[src/design/csf_pkg.sv]
package csf_pkg;
   // apb register map (byte addresses)
   localparam logic [7:0] CSF_ADDR_STATUS  = 8'h00;
   localparam logic [7:0] CSF_ADDR_PCL     = 8'h04;
   localparam logic [7:0] CSF_ADDR_LOOKUP_POINTER    = 8'h08;
   localparam logic [7:0] CSF_ADDR_PCH     = 8'h0C;
   localparam logic [7:0] CSF_ADDR_TBDATA  = 8'h10;
   localparam logic [7:0] CSF_ADDR_IRQ_ST  = 8'h14;
   localparam logic [7:0] CSF_ADDR_IRQ_MSK = 8'h18;
   localparam logic [7:0] CSF_ADDR_CMD     = 8'h1C;
   localparam logic [7:0] CSF_ADDR_ALU     = 8'h20;
   // status bit positions
   localparam int CSF_BIT_C   = 0;
   localparam int CSF_BIT_AC  = 1;
   localparam int CSF_BIT_Z   = 2;
   localparam int CSF_BIT_OV  = 3;
   localparam int CSF_BIT_PDF = 4;
   localparam int CSF_BIT_TO  = 5;
   // command register bits (write-one pulses)
   localparam int CSF_CMD_KICK = 0;
   localparam int CSF_CMD_STOP = 1;
   localparam int CSF_CMD_TMO  = 2;
   // interrupt status bits
   localparam int CSF_IRQ_TMO  = 0;
   localparam int CSF_IRQ_STOP = 1;
   localparam int CSF_IRQ_JUMP = 2;
   // reset values
   localparam logic [7:0]  CSF_RST_STATUS = 8'h00;
   localparam logic [7:0]  CSF_RST_BYTE   = 8'h00;
   localparam logic [2:0]  CSF_RST_IRQ    = 3'h0;
   localparam logic [31:0] CSF_RST_WORD   = 32'h0000_0000;
   // idle cycles after a jump
   localparam int CSF_JUMP_IDLE = 1;
   // alu operations
   typedef enum logic [2:0] {
      CSF_OP_ADD = 3'b000,
      CSF_OP_SUB = 3'b001,
      CSF_OP_AND = 3'b010,
      CSF_OP_OR  = 3'b011,
      CSF_OP_XOR = 3'b100,
      CSF_OP_RLC = 3'b101,
      CSF_OP_RRC = 3'b110
   } csf_op_t;
   typedef enum logic [1:0] {
      CSF_ST_RUN  = 2'b00,
      CSF_ST_IDLE = 2'b01,
      CSF_ST_TBL  = 2'b10
   } csf_state_t;
endpackage : csf_pkg

[src/design/csf_alu_if.sv]
interface csf_alu_if;
   import csf_pkg::*;
   logic [7:0] a;
   logic [7:0] b;
   logic       cin;
   csf_op_t    op;
   logic [7:0] res;
   logic       c;
   logic       ac;
   logic       z;
   logic       ov;
   modport core (output a, b, cin, op, input res, c, ac, z, ov);
   modport alu  (input a, b, cin, op, output res, c, ac, z, ov);
endinterface : csf_alu_if

[src/design/csf_alu.sv]
module csf_alu (
   csf_alu_if.alu bus
);
   import csf_pkg::*;
   logic [4:0] lo;
   logic [7:0] sum7;
   logic [8:0] full;
   logic [7:0] bb;
   logic       isub;
   logic [7:0] res_w;
   logic       c_w;
   assign isub = (bus.op == CSF_OP_SUB);
   // subtraction as a + ~b + 1: carry out means no borrow
   assign bb   = isub ? ~bus.b : bus.b;
   assign lo   = {1'b0, bus.a[3:0]} + {1'b0, bb[3:0]} + {4'h0, isub};
   assign sum7 = {1'b0, bus.a[6:0]} + {1'b0, bb[6:0]} + {7'h00, isub};
   assign full = {1'b0, bus.a} + {1'b0, bb} + {8'h00, isub};
   always_comb begin
      res_w = full[7:0];
      c_w   = full[8];
      case (bus.op)
         CSF_OP_ADD, CSF_OP_SUB: begin
            res_w = full[7:0];
            c_w   = full[8];
         end
         CSF_OP_AND: res_w = bus.a & bus.b;
         CSF_OP_OR:  res_w = bus.a | bus.b;
         CSF_OP_XOR: res_w = bus.a ^ bus.b;
         CSF_OP_RLC: begin
            res_w = {bus.a[6:0], bus.cin};
            c_w   = bus.a[7];
         end
         CSF_OP_RRC: begin
            res_w = {bus.cin, bus.a[7:1]};
            c_w   = bus.a[0];
         end
         default: res_w = full[7:0];
      endcase
   end
   assign bus.res = res_w;
   assign bus.c   = c_w;
   assign bus.ac  = lo[4];
   assign bus.z   = (res_w == 8'h00);
   // carry into bit 7 differs from carry out
   assign bus.ov  = sum7[7] ^ full[8];
endmodule : csf_alu

[src/design/csf_core.sv]
// Functional notes
// - writing the low pc byte jumps within the current page only
// - a low pc write inserts one idle cycle before continuing
// - lookup pointer addresses table reads; low byte goes to the table data register
// - software writes to status never change the expiry and sleep flags
// - expiry flag set by time-out, cleared by reset, kick or stop
// - sleep flag set by stop, cleared by reset or kick only
// - carry bit from add carry or subtract no-borrow, and rotates
// - half carry from low nibble carry or no nibble borrow
// - zero flag set when result is zero, cleared otherwise
// - overflow when carry into msb differs from carry out
// - arithmetic flags readable and writable by software
// - status bits 7 and 6 read as zero
// - status is never pushed on calls or interrupts
//
// The register offsets and the APB interface to the registers are this design's own decisions.
module csf_core (
   // clock and reset
   input  wire logic        i_core_clk,
   input  wire logic        i_reset,
   // apb slave
   input  wire logic        i_psel,
   input  wire logic        i_penable,
   input  wire logic        i_pwrite,
   input  wire logic [7:0]  i_paddr,
   input  wire logic [31:0] i_pwdata,
   output      logic [31:0] o_prdata,
   output      logic        o_pready,
   output      logic        o_pslverr,
   // program memory table port
   output      logic [9:0]  o_tbl_addr,
   input  wire logic [11:0] i_tbl_data,
   // watchdog time-out event
   input  wire logic        i_wdt_timeout,
   // program counter and interrupt
   output      logic [9:0]  o_pc,
   output      logic        o_cpu_stall,
   output      logic        o_irq
);
   import csf_pkg::*;

   csf_alu_if alu_bus ();
   csf_alu u_alu (
      .bus (alu_bus)
   );

   logic [7:0]  status_r;
   logic [7:0]  pcl_r;
   logic [1:0]  pch_r;
   logic [7:0]  lookup_pointer_r;
   logic [7:0]  tbdata_r;
   logic [7:0]  alu_res_r;
   logic [2:0]  irq_st_r;
   logic [2:0]  irq_msk_r;
   logic [31:0] prdata_r;
   logic        ready_r;
   logic        slverr_r;
   logic        irq_r;
   csf_state_t  state_r;
   csf_state_t  state_nxt;

   // apb decode
   wire acc_w     = i_psel && i_penable && !ready_r;
   wire wr_w      = acc_w && i_pwrite;
   wire rd_w      = acc_w && !i_pwrite;
   wire sel_st    = (i_paddr == CSF_ADDR_STATUS);
   wire sel_pcl   = (i_paddr == CSF_ADDR_PCL);
   wire sel_lookup_pointer  = (i_paddr == CSF_ADDR_LOOKUP_POINTER);
   wire sel_pch   = (i_paddr == CSF_ADDR_PCH);
   wire sel_tbd   = (i_paddr == CSF_ADDR_TBDATA);
   wire sel_ist   = (i_paddr == CSF_ADDR_IRQ_ST);
   wire sel_imsk  = (i_paddr == CSF_ADDR_IRQ_MSK);
   wire sel_cmd   = (i_paddr == CSF_ADDR_CMD);
   wire sel_alu   = (i_paddr == CSF_ADDR_ALU);
   wire mapped_w  = sel_st | sel_pcl | sel_lookup_pointer | sel_pch | sel_tbd | sel_ist
                  | sel_imsk | sel_cmd | sel_alu;

   // command pulses
   wire kick_w    = wr_w && sel_cmd && i_pwdata[CSF_CMD_KICK];
   wire stop_w    = wr_w && sel_cmd && i_pwdata[CSF_CMD_STOP];
   wire tbl_go_w  = wr_w && sel_cmd && i_pwdata[CSF_CMD_TMO];
   wire jump_w    = wr_w && sel_pcl;
   wire alu_go_w  = wr_w && sel_alu;
   wire st_wr_w   = wr_w && sel_st;

   // alu operands: a=[7:0], b=[15:8], op=[18:16]
   assign alu_bus.a   = i_pwdata[7:0];
   assign alu_bus.b   = i_pwdata[15:8];
   assign alu_bus.op  = csf_op_t'(i_pwdata[18:16]);
   assign alu_bus.cin = status_r[CSF_BIT_C];
   wire arith_w   = (alu_bus.op == CSF_OP_ADD) || (alu_bus.op == CSF_OP_SUB);
   wire rot_w     = (alu_bus.op == CSF_OP_RLC) || (alu_bus.op == CSF_OP_RRC);

   // status next value
   logic [7:0] status_nxt;
   always_comb begin
      status_nxt = status_r;
      if (st_wr_w) begin
         status_nxt[3:0] = i_pwdata[3:0];
      end
      if (alu_go_w) begin
         status_nxt[CSF_BIT_Z] = alu_bus.z;
         if (arith_w || rot_w) begin
            status_nxt[CSF_BIT_C] = alu_bus.c;
         end
         if (arith_w) begin
            status_nxt[CSF_BIT_AC] = alu_bus.ac;
            status_nxt[CSF_BIT_OV] = alu_bus.ov;
         end
      end
      if (kick_w) begin
         status_nxt[CSF_BIT_PDF] = 1'b0;
      end else if (stop_w) begin
         status_nxt[CSF_BIT_PDF] = 1'b1;
      end
      if (i_wdt_timeout) begin
         status_nxt[CSF_BIT_TO] = 1'b1;
      end else if (kick_w || stop_w) begin
         status_nxt[CSF_BIT_TO] = 1'b0;
      end
      status_nxt[7:6] = 2'b00;
   end

   // status has no stack copy; software saves it
   always_ff @(posedge i_core_clk or posedge i_reset) begin
      if (i_reset) begin
         status_r <= CSF_RST_STATUS;
      end else begin
         status_r <= status_nxt;
      end
   end

   // sequencer: idle cycle after jump, table fetch cycle
   always_comb begin
      state_nxt = CSF_ST_RUN;
      case (state_r)
         CSF_ST_RUN: begin
            if (jump_w) begin
               state_nxt = CSF_ST_IDLE;
            end else if (tbl_go_w) begin
               state_nxt = CSF_ST_TBL;
            end
         end
         CSF_ST_IDLE: state_nxt = CSF_ST_RUN;
         CSF_ST_TBL:  state_nxt = CSF_ST_RUN;
         default:     state_nxt = CSF_ST_RUN;
      endcase
   end

   always_ff @(posedge i_core_clk or posedge i_reset) begin
      if (i_reset) begin
         state_r <= CSF_ST_RUN;
      end else begin
         state_r <= state_nxt;
      end
   end

   always_ff @(posedge i_core_clk or posedge i_reset) begin
      if (i_reset) begin
         pcl_r <= CSF_RST_BYTE;
         pch_r <= 2'b00;
      end else if (jump_w) begin
         pcl_r <= i_pwdata[7:0];
      end else if (wr_w && sel_pch) begin
         pch_r <= i_pwdata[1:0];
      end
   end

   always_ff @(posedge i_core_clk or posedge i_reset) begin
      if (i_reset) begin
         lookup_pointer_r   <= CSF_RST_BYTE;
         tbdata_r <= CSF_RST_BYTE;
      end else begin
         if (wr_w && sel_lookup_pointer) begin
            lookup_pointer_r <= i_pwdata[7:0];
         end
         if (state_r == CSF_ST_TBL) begin
            tbdata_r <= i_tbl_data[7:0];
         end
      end
   end

   always_ff @(posedge i_core_clk or posedge i_reset) begin
      if (i_reset) begin
         alu_res_r <= CSF_RST_BYTE;
      end else if (alu_go_w) begin
         alu_res_r <= alu_bus.res;
      end
   end

   // interrupt status: set wins over write-one clear
   wire [2:0] irq_ev_w  = {jump_w, stop_w, i_wdt_timeout};
   wire [2:0] irq_clr_w = (wr_w && sel_ist) ? i_pwdata[2:0] : 3'h0;
   always_ff @(posedge i_core_clk or posedge i_reset) begin
      if (i_reset) begin
         irq_st_r  <= CSF_RST_IRQ;
         irq_msk_r <= CSF_RST_IRQ;
         irq_r     <= 1'b0;
      end else begin
         irq_st_r <= (irq_st_r & ~irq_clr_w) | irq_ev_w;
         if (wr_w && sel_imsk) begin
            irq_msk_r <= i_pwdata[2:0];
         end
         irq_r <= |(((irq_st_r & ~irq_clr_w) | irq_ev_w) & irq_msk_r);
      end
   end

   // read mux
   logic [31:0] rd_mux;
   always_comb begin
      rd_mux = CSF_RST_WORD;
      case (1'b1)
         sel_st:   rd_mux = {24'h00_0000, status_r};
         sel_pcl:  rd_mux = {24'h00_0000, pcl_r};
         sel_lookup_pointer: rd_mux = {24'h00_0000, lookup_pointer_r};
         sel_pch:  rd_mux = {30'h0000_0000, pch_r};
         sel_tbd:  rd_mux = {24'h00_0000, tbdata_r};
         sel_ist:  rd_mux = {29'h0000_0000, irq_st_r};
         sel_imsk: rd_mux = {29'h0000_0000, irq_msk_r};
         sel_alu:  rd_mux = {24'h00_0000, alu_res_r};
         default:  rd_mux = CSF_RST_WORD;
      endcase
   end

   // one-cycle-late answer
   always_ff @(posedge i_core_clk or posedge i_reset) begin
      if (i_reset) begin
         ready_r  <= 1'b0;
         slverr_r <= 1'b0;
         prdata_r <= CSF_RST_WORD;
      end else begin
         ready_r  <= acc_w;
         slverr_r <= acc_w && !mapped_w;
         if (rd_w) begin
            prdata_r <= rd_mux;
         end
      end
   end

   assign o_prdata    = prdata_r;
   assign o_pready    = ready_r;
   assign o_pslverr   = slverr_r;
   assign o_pc        = {pch_r, pcl_r};
   assign o_tbl_addr  = {pch_r, lookup_pointer_r};
   assign o_cpu_stall = (state_r != CSF_ST_RUN);
   assign o_irq       = irq_r;

   // assertions
   AST_JUMP_PAGE: assert property (@(posedge i_core_clk) disable iff (i_reset)
      jump_w |=> (o_pc[9:8] == $past(pch_r)) && (o_pc[7:0] == $past(i_pwdata[7:0])))
      else $error("jump left the page");
   AST_JUMP_IDLE: assert property (@(posedge i_core_clk) disable iff (i_reset)
      jump_w |=> o_cpu_stall ##1 !o_cpu_stall)
      else $error("jump idle cycle wrong");
   AST_TBL_FETCH: assert property (@(posedge i_core_clk) disable iff (i_reset)
      (state_r == CSF_ST_TBL) |=> tbdata_r == $past(i_tbl_data[7:0]))
      else $error("table byte not captured");
   AST_SYS_KEEP: assert property (@(posedge i_core_clk) disable iff (i_reset)
      (st_wr_w && !kick_w && !stop_w && !i_wdt_timeout) |=> status_r[5:4] == $past(status_r[5:4]))
      else $error("status write changed system flags");
   AST_TO_SET: assert property (@(posedge i_core_clk) disable iff (i_reset)
      i_wdt_timeout |=> status_r[CSF_BIT_TO])
      else $error("time-out flag not set");
   AST_PDF_SET: assert property (@(posedge i_core_clk) disable iff (i_reset)
      (stop_w && !kick_w) |=> status_r[CSF_BIT_PDF] && (status_r[CSF_BIT_TO] == $past(i_wdt_timeout)))
      else $error("stop flags wrong");
   AST_CARRY: assert property (@(posedge i_core_clk) disable iff (i_reset)
      (alu_go_w && (alu_bus.op == CSF_OP_ADD)) |=>
         status_r[CSF_BIT_C] == ($past({1'b0, i_pwdata[7:0]}) + $past({1'b0, i_pwdata[15:8]})) >> 8)
      else $error("carry wrong");
   AST_ZERO: assert property (@(posedge i_core_clk) disable iff (i_reset)
      alu_go_w |=> status_r[CSF_BIT_Z] == (alu_res_r == 8'h00))
      else $error("zero flag wrong");
   AST_TOP_ZERO: assert property (@(posedge i_core_clk) disable iff (i_reset)
      status_r[7:6] == 2'b00)
      else $error("unimplemented bits set");
   AST_IRQ: assert property (@(posedge i_core_clk) disable iff (i_reset)
      $rose(i_wdt_timeout) && irq_msk_r[CSF_IRQ_TMO] |=> ##1 o_irq)
      else $error("interrupt missing");

   // subtract carry is the no-borrow condition
   AST_SUB_CARRY: assert property (@(posedge i_core_clk) disable iff (i_reset)
      (alu_go_w && (alu_bus.op == CSF_OP_SUB)) |=>
         status_r[CSF_BIT_C] == $past(i_pwdata[7:0] >= i_pwdata[15:8]))
      else $error("subtract carry wrong");

   // rotate left shifts the old top bit into carry
   AST_ROT_CARRY: assert property (@(posedge i_core_clk) disable iff (i_reset)
      (alu_go_w && (alu_bus.op == CSF_OP_RLC)) |=>
         status_r[CSF_BIT_C] == $past(i_pwdata[7]))
      else $error("rotate carry wrong");

   // nibble carry on addition
   AST_HALF_CARRY: assert property (@(posedge i_core_clk) disable iff (i_reset)
      (alu_go_w && (alu_bus.op == CSF_OP_ADD)) |=>
         status_r[CSF_BIT_AC] == $past(({1'b0, i_pwdata[3:0]} + {1'b0, i_pwdata[11:8]}) >> 4))
      else $error("half carry wrong");

   // signed overflow: like-signed operands give a result of the other sign
   AST_OVF: assert property (@(posedge i_core_clk) disable iff (i_reset)
      (alu_go_w && (alu_bus.op == CSF_OP_ADD)) |=>
         status_r[CSF_BIT_OV] == ($past(i_pwdata[7] == i_pwdata[15])
                                  && ($past(i_pwdata[7]) != alu_res_r[7])))
      else $error("overflow flag wrong");

   // software write lands in the arithmetic flags
   AST_FLAG_WR: assert property (@(posedge i_core_clk) disable iff (i_reset)
      (st_wr_w && !alu_go_w) |=> status_r[3:0] == $past(i_pwdata[3:0]))
      else $error("flag write lost");

   // kick or stop clears expiry unless a time-out arrives
   AST_TO_CLR: assert property (@(posedge i_core_clk) disable iff (i_reset)
      ((kick_w || stop_w) && !i_wdt_timeout) |=> !status_r[CSF_BIT_TO])
      else $error("expiry flag not cleared");

   // kick clears the sleep flag
   AST_PDF_CLR: assert property (@(posedge i_core_clk) disable iff (i_reset)
      kick_w |=> !status_r[CSF_BIT_PDF])
      else $error("sleep flag not cleared");

   // system flags hold when no system event occurs
   AST_SYS_HOLD: assert property (@(posedge i_core_clk) disable iff (i_reset)
      (!kick_w && !stop_w && !i_wdt_timeout) |=> status_r[5:4] == $past(status_r[5:4]))
      else $error("system flags moved");

   // each access phase gets a one-cycle ready pulse
   AST_READY: assert property (@(posedge i_core_clk) disable iff (i_reset)
      acc_w |=> o_pready ##1 !o_pready)
      else $error("ready pulse wrong");

   COV_TBL:  cover property (@(posedge i_core_clk) state_r == CSF_ST_TBL);

   COV_JUMP: cover property (@(posedge i_core_clk) jump_w);
   COV_STOP: cover property (@(posedge i_core_clk) stop_w);
   COV_TMO:  cover property (@(posedge i_core_clk) i_wdt_timeout ##1 kick_w);
   COV_SUB:  cover property (@(posedge i_core_clk) alu_go_w && alu_bus.op == CSF_OP_SUB);
endmodule : csf_core

[config.mk]
export PLATFORM = sky130hd
export DESIGN_NAME = csf_core
export DESIGN_NICKNAME = d
export VERILOG_FILES = /design/src/design/csf_pkg.sv /design/src/design/csf_alu_if.sv /design/src/design/csf_alu.sv /design/src/design/csf_core.sv
export SDC_FILE = /design/constraint.sdc
export NUM_CORES = 1
export LEC_CHECK = 0
export BUFFER_PORTS_ARGS = -buffer_cell sky130_fd_sc_hd__buf_2
export CORE_MARGIN = 5
export CORE_UTILIZATION = 58
export DETAILED_ROUTE_END_ITERATION = 8
export GPL_ROUTABILITY_DRIVEN = 0
export PLACE_DENSITY = 0.84
export SKIP_LAST_GASP = 1
export SLEW_MARGIN = 20
export SYNTH_ARGS = -nofsm -noshare
export SYNTH_HDL_FRONTEND = slang
export SYNTH_SLANG_ARGS = --single-unit
[constraint.sdc]
create_clock -name i_core_clk -period 4.7 [get_ports i_core_clk]
set_clock_uncertainty 0.15 [all_clocks]
set_input_delay 0.94 -clock i_core_clk [delete_from_list [all_inputs] [get_ports i_core_clk]]
set_output_delay 0.94 -clock i_core_clk [all_outputs]
set_load 0.01 [all_outputs]
## Yosys cells after proc, flatten, opt, wreduce, memory -nomap -nowiden

Index checks and enable logic that the tools add are counted.

| word-level totals | value |
|---|---|
| bits of input ports | 58 |
| output and inout bits | 56 |
| bits in registers | 83 |

| operators by class | value |
|---|---|
| reduce and logical (&&, ||, !) cells | 33 |
| $add $sub $neg | 6 |
| bitwise logic cells | 18 |
| multiplexer cells | 24 |
| equality and inequality tests | 15 |

Operator list:

| kind | number |
|---|---|
| two-way mux 8 bit | 9 |
| case mux 8 bit (5 select lines) | 1 |
| == test 8 x 5 -> 1 bit, second input constant | 4 |
| == test 8 x 4 -> 1 bit, second input constant | 2 |
| logical AND 1 bit | 16 |
| logical NOT 8 bit | 2 |
| adder 8 x 8 -> 9 bit | 1 |
| adder 9 x 1 -> 9 bit | 1 |
| == test 3 bit, second input constant | 3 |
| adder 7 x 7 -> 8 bit | 1 |
| adder 8 x 1 -> 8 bit | 1 |
| AND 8 bit | 1 |
| == test 8 x 3 -> 1 bit, second input constant | 1 |
| == test 8 x 6 -> 1 bit, second input constant | 1 |
| two-way mux 4 bit | 2 |
| inverter 8 bit | 1 |
| bitwise OR 1 bit | 8 |
| bitwise OR 8 bit | 1 |
| nonzero test 2 bit | 4 |
| bitwise XOR 8 bit | 1 |
| two-way mux 1 bit | 7 |
| AND 3 bit | 2 |
| == test 3 x 2 -> 1 bit, second input constant | 2 |
| two-way mux 2 bit | 3 |
| other kinds (16) | 21 |

## Logic depth before layout (Yosys ltp)

| depth | value |
|---|---|
| word-level depth | 11 |
| gate-level depth with buffers | 12 |
| mapped depth without buffers | 10 |

## Modules after synthesis

From an unflattened synthesis, not the netlist that was laid out.

| unflattened totals | value |
|---|---|
| cell total of the unflattened synthesis | 466 |
| area, all modules | 4,501.8 um2 |

Modules (own cells, without submodules):

| module | cells each | area an instance (um2) | instances |
|---|---|---|---|
| csf_core | 296 | 3,306.9 | 1 |
| csf_alu | 170 | 1,194.9 | 1 |

## Worst setup path before layout

OpenSTA, ideal clock, no wires.

| path | value |
|---|---|
| kind | in2reg |
| from | in i_pwdata[17] |
| to | reg status_r[0] |
| stages | 12 |
| data required time | 4,423 ps |
| arrival | 3,585 ps |
| buffers on the path | 2 |
| setup slack | 837 ps |
| path through | buf_6 -> buf_2 -> nand2b_1 -> nor2_1 -> xnor2_1 -> fa_1 -> a21o_1 -> a21oi_1 -> o21ai_0 -> a31o_2 -> a211oi_1 -> a21oi_1 |

| on the way | value |
|---|---|
| word-level cells in the longest chain between the ends | 7 |
| elaborated cells between the ends (all ways) | 13 |
| classes of those cells | add/sub (2); eq/ne (3); mux (4); reduce/logical (4) |

RTL lines:

| item | line | text |
|---|---|---|
| start, declared | csf_core.sv:26 | `input wire logic [31:0] i_pwdata,` |
| == test 3 x 1 -> 1 bit | csf_alu.sv:12, csf_core.sv:91 |  |
| two-way mux 8 bit | csf_alu.sv:14 | `assign bb = isub ? ~bus.b : bus.b;` |
| adder 8 x 8 -> 9 bit | csf_alu.sv:17 | `assign full = {1'b0, bus.a} + {1'b0, bb} + {8'h00, isub};` |
| adder 9 x 1 -> 9 bit | csf_alu.sv:17 |  |
| case mux 1 bit (2 select lines) | csf_alu.sv:21 | `case (bus.op)` |
| two-way mux 1 bit * | csf_core.sv:103 | `if (arith_w \|\| rot_w) begin` |
| two-way mux 4 bit * | csf_core.sv:101 | `if (alu_go_w) begin` |
| net status_nxt[0] | csf_core.sv:95 | `logic [7:0] status_nxt;` |
| end signal, assigned | csf_core.sv:129 | `status_r <= status_nxt;` |
| end, declared | csf_core.sv:47 | `logic [7:0] status_r;` |

The timed path passes the listed nets; every way through them passes the cells marked *.
A chain may end at the register's enable or synchronous reset.

## Final worst setup path

| path | value |
|---|---|
| from | in i_pwdata[17] |
| to | reg status_r[2] |

| on the way | value |
|---|---|
| word-level cells in the longest chain between the ends | 7 |
| elaborated cells between the ends (all ways) | 12 |
| classes of those cells | add/sub (2); eq/ne (6); mux (3); reduce/logical (1) |

RTL lines:

| item | line | text |
|---|---|---|
| == test 3 x 1 -> 1 bit | csf_alu.sv:12 | `assign isub = (bus.op == CSF_OP_SUB);` |
| two-way mux 8 bit | csf_alu.sv:14 |  |
| adder 8 x 8 -> 9 bit | csf_alu.sv:17 |  |
| adder 9 x 1 -> 9 bit | csf_alu.sv:17 |  |
| case mux 8 bit (5 select lines) * | csf_alu.sv:21 |  |
| logical NOT 8 bit * | csf_alu.sv:43 | `assign bus.z = (res_w == 8'h00);` |
| two-way mux 4 bit * | csf_core.sv:101 |  |

Every way passes the cells marked *; elsewhere a longest branch is shown, timed or not.

==> reports/qor.yml <==
die_area_sq_um: 9292
grt_start_max_net_pins: 34
drcViolationCount: 0
fillers: 611
pwr_density_cell_nw_per_um2: 275.7
num_vias: 4084
register_area_sq_um: 1476
tritoncts: "built"
p_leak_nw: 2.297
crit_slowest_cell: "fa_1"
area_growth_pct: 12.43
final.setup.worst_slack_ns: 1.073
setup-tns-final_ns: 0
end_kind: "register"
via_per_inst: 6.068
synth_edf_count: 0
fin_nets: 653
start_util: 0.5969
seq_area_frac_synth: 0.3410
crit_top_cell: "xnor2_1"
crit_family: "compound AO/OA/AOI/OAI gates"
synth_cells: 505
stdcell_count: 673
internal_power_mw: 0.9420
switching_share: 0.2979
synth-async-reset-ratio: 1.000
rsz0062_at_grt: "false"
seq_power_share: 0.404
power.clock.fraction: 0.393
first_pass_iters: 5
critPathRequiredTime_ns: 4.82
yosys_warnings: 0
hold_slack_ns: 0.2940
clock-sinks: 59
fin_util: 0.6710
place_ws_ns: 0.8097
insertedDiodeCount: 0
finalMaxSlewViolations: 0
cts_buffer_depth: 2
worst_pin_slew_ns: 1.015
final_common_cell: "buf_2"
ys_ff_latch: 59
grtUsageTotal: 0.2656
drt_iter0_drc: 417
synth_ff_type: "dfrtp_1"
grt_pass1_vias: 3891
relSlewSlack: 0.3196
htreeDepth: 3
wl_per_cell_um: 17.89
die_h_um: 96.40
avgSynthCellArea_sq_um: 8.573
hp-class: "reg2reg"
holdBufCountCts: 0
dp.cells: 657
ant_nets: 0
cts-resized-gates: 0
crit_chain: "buf_2 -> nand2b_1 -> nor2_1 -> xnor2_1 -> fa_1 -> a21o_1 -> a21oi_1 -> xnor2_1 -> o21ai_0 -> a31oi_1 -> nor4b_2"
multi_input_area_sq_um: 2552
core-area_sq_um: 7253
p_sw_mw: 0.3997
layout-drive-gt1-share: 0.2125
setup_viol: 0
final.period_utilization: 0.7717
min_period_ns: 3.627
die_x_um: 96.40
r2r_slack_ns: 2.28
root_buffer: "clkbuf_8"
grt_pass1_wl_um: 18800
gr-total-overflow: 0
critical_path_class: "in2reg"
cpPeakStageDelay_ns: 0.44
cap_violations: 0
synth.distinct_cells: 67
status: "completed"
cp_max_fo: 6
postCtsSetupBuffers: 0
dp_hpwl_um: 9008
start_kind: "input pin"
routed_wl_um: 12040
syn-cell-area_sq_um: 4329
final_cell_mix: "buf_2, nand2_1, dfrtp_1"
insertion_delay_ns: 0.36
num_io_pins: 114
clk_pin_slew_ns: 0.07
cp.arrival_ns: 3.74
rows: 31
port_buffers: 72
fmax_mhz: 275.7
hold_viol: 0
cp.buffers_inverters: 1
antenna_found_initial: 0
cts_buffers: 9
combPwrFrac: 0.203
ir_drop_mv: 0.1204
[synth_stat cells, types with 5 or more instances]
library cell,count,area share
inv_1,25,0.022
ha_1,25,0.072
dfrtp_1,59,0.34
nor3_1,6,0.0069
a21oi_1,32,0.037
a31oi_1,8,0.012
a21o_1,6,0.010
nor2_1,28,0.024
a221oi_1,5,0.010
nand2_1,69,0.060
a22o_1,5,0.010
nand3_1,8,0.0092
clkbuf_1,11,0.0095
nand2b_1,13,0.019
nor2b_1,13,0.019
mux2_2,12,0.031
buf_4,29,0.050
o21ai_0,52,0.060
o22ai_1,8,0.012
xnor2_1,11,0.022
[worst paths after layout]
check / from / end / cells after the start
worst max-delay path: i_pwdata[17] / status_r[2]$_DFFE_PP0P_ / 11
worst min-delay path: state_r[0]$_DFF_PP0_ / state_r[1]$_DFF_PP0_ / 1
worst max register to register: o_pready$_DFF_PP0_ / status_r[2]$_DFFE_PP0P_ / 6
worst min register to register: state_r[0]$_DFF_PP0_ / state_r[1]$_DFF_PP0_ / 1
max in group asynchronous: i_reset / irq_msk_r[2]$_DFFE_PP0P_ / 3
min in group asynchronous: i_reset / pcl_r[2]$_DFFE_PP0P_ / 2
[registers in the layout, summed over array words and instances (netlist names), 2 cells and up]
register and count:
lookup_pointer_r 8, alu_res_r 8, state_r 2, o_prdata 8, status_r 6, irq_st_r 3, tbdata_r 8, irq_msk_r 3
pcl_r 8, pch_r 2
[per-stage QoR]
step                      area (sq um)  power (mW)
after global routing              4867       1.395
after detailed placement          4641      0.8171
after CTS                         4867       1.333
final                             4867       1.342
after floorplan                   4415      0.7451
after global placement            4641      0.8061
[layout make-up]
type                       count  share of cell area
multi-input combinational    397              0.5244
inverter                      26             0.02005
sequential                    59              0.3033
timing repair buffer          76             0.08021
clock inverter                 6             0.01825
tap                           99             0.02545
clock buffer                  10             0.02828
[worst register-to-register path: stages, from the launching register on]
cell,delay (ns)
dfrtp_1,0.42
and4b_1,0.49
nand3_1,0.50
a21oi_1,0.42
nor2b_1,0.08
o22ai_1,0.17
nor4b_2,0.08
[cells by family after synthesis]
logic type / share of synthesized area
buffers and inverters: 0.09046
AO/OA/AOI/OAI: 0.2136
flip-flops: 0.3410
adder cells (fa/ha/maj): 0.07688
XOR/XNOR: 0.02630
AND/OR/NAND/NOR: 0.2139
other: 0.0008662
multiplexers: 0.03699
[routing by layer]
layer  global-route usage  routed length [um]
met4               0.1390                 480
met1               0.3184                4575
met2               0.4526                5866
met3              0.04957                1121
met5                    0                   0
[power groups by stage]
stage	registers, mW	clock network [mW]	logic [mW]
6_report	0.542	0.528	0.272
5_1_grt	0.543	0.552	0.300
4_1_cts	0.541	0.523	0.268
3_5_place_dp	0.551	0	0.267
3_3_place_gp	0.550	0	0.256
2_1_floorplan	0.555	0	0.190
(Power assumes the default switching activity.)
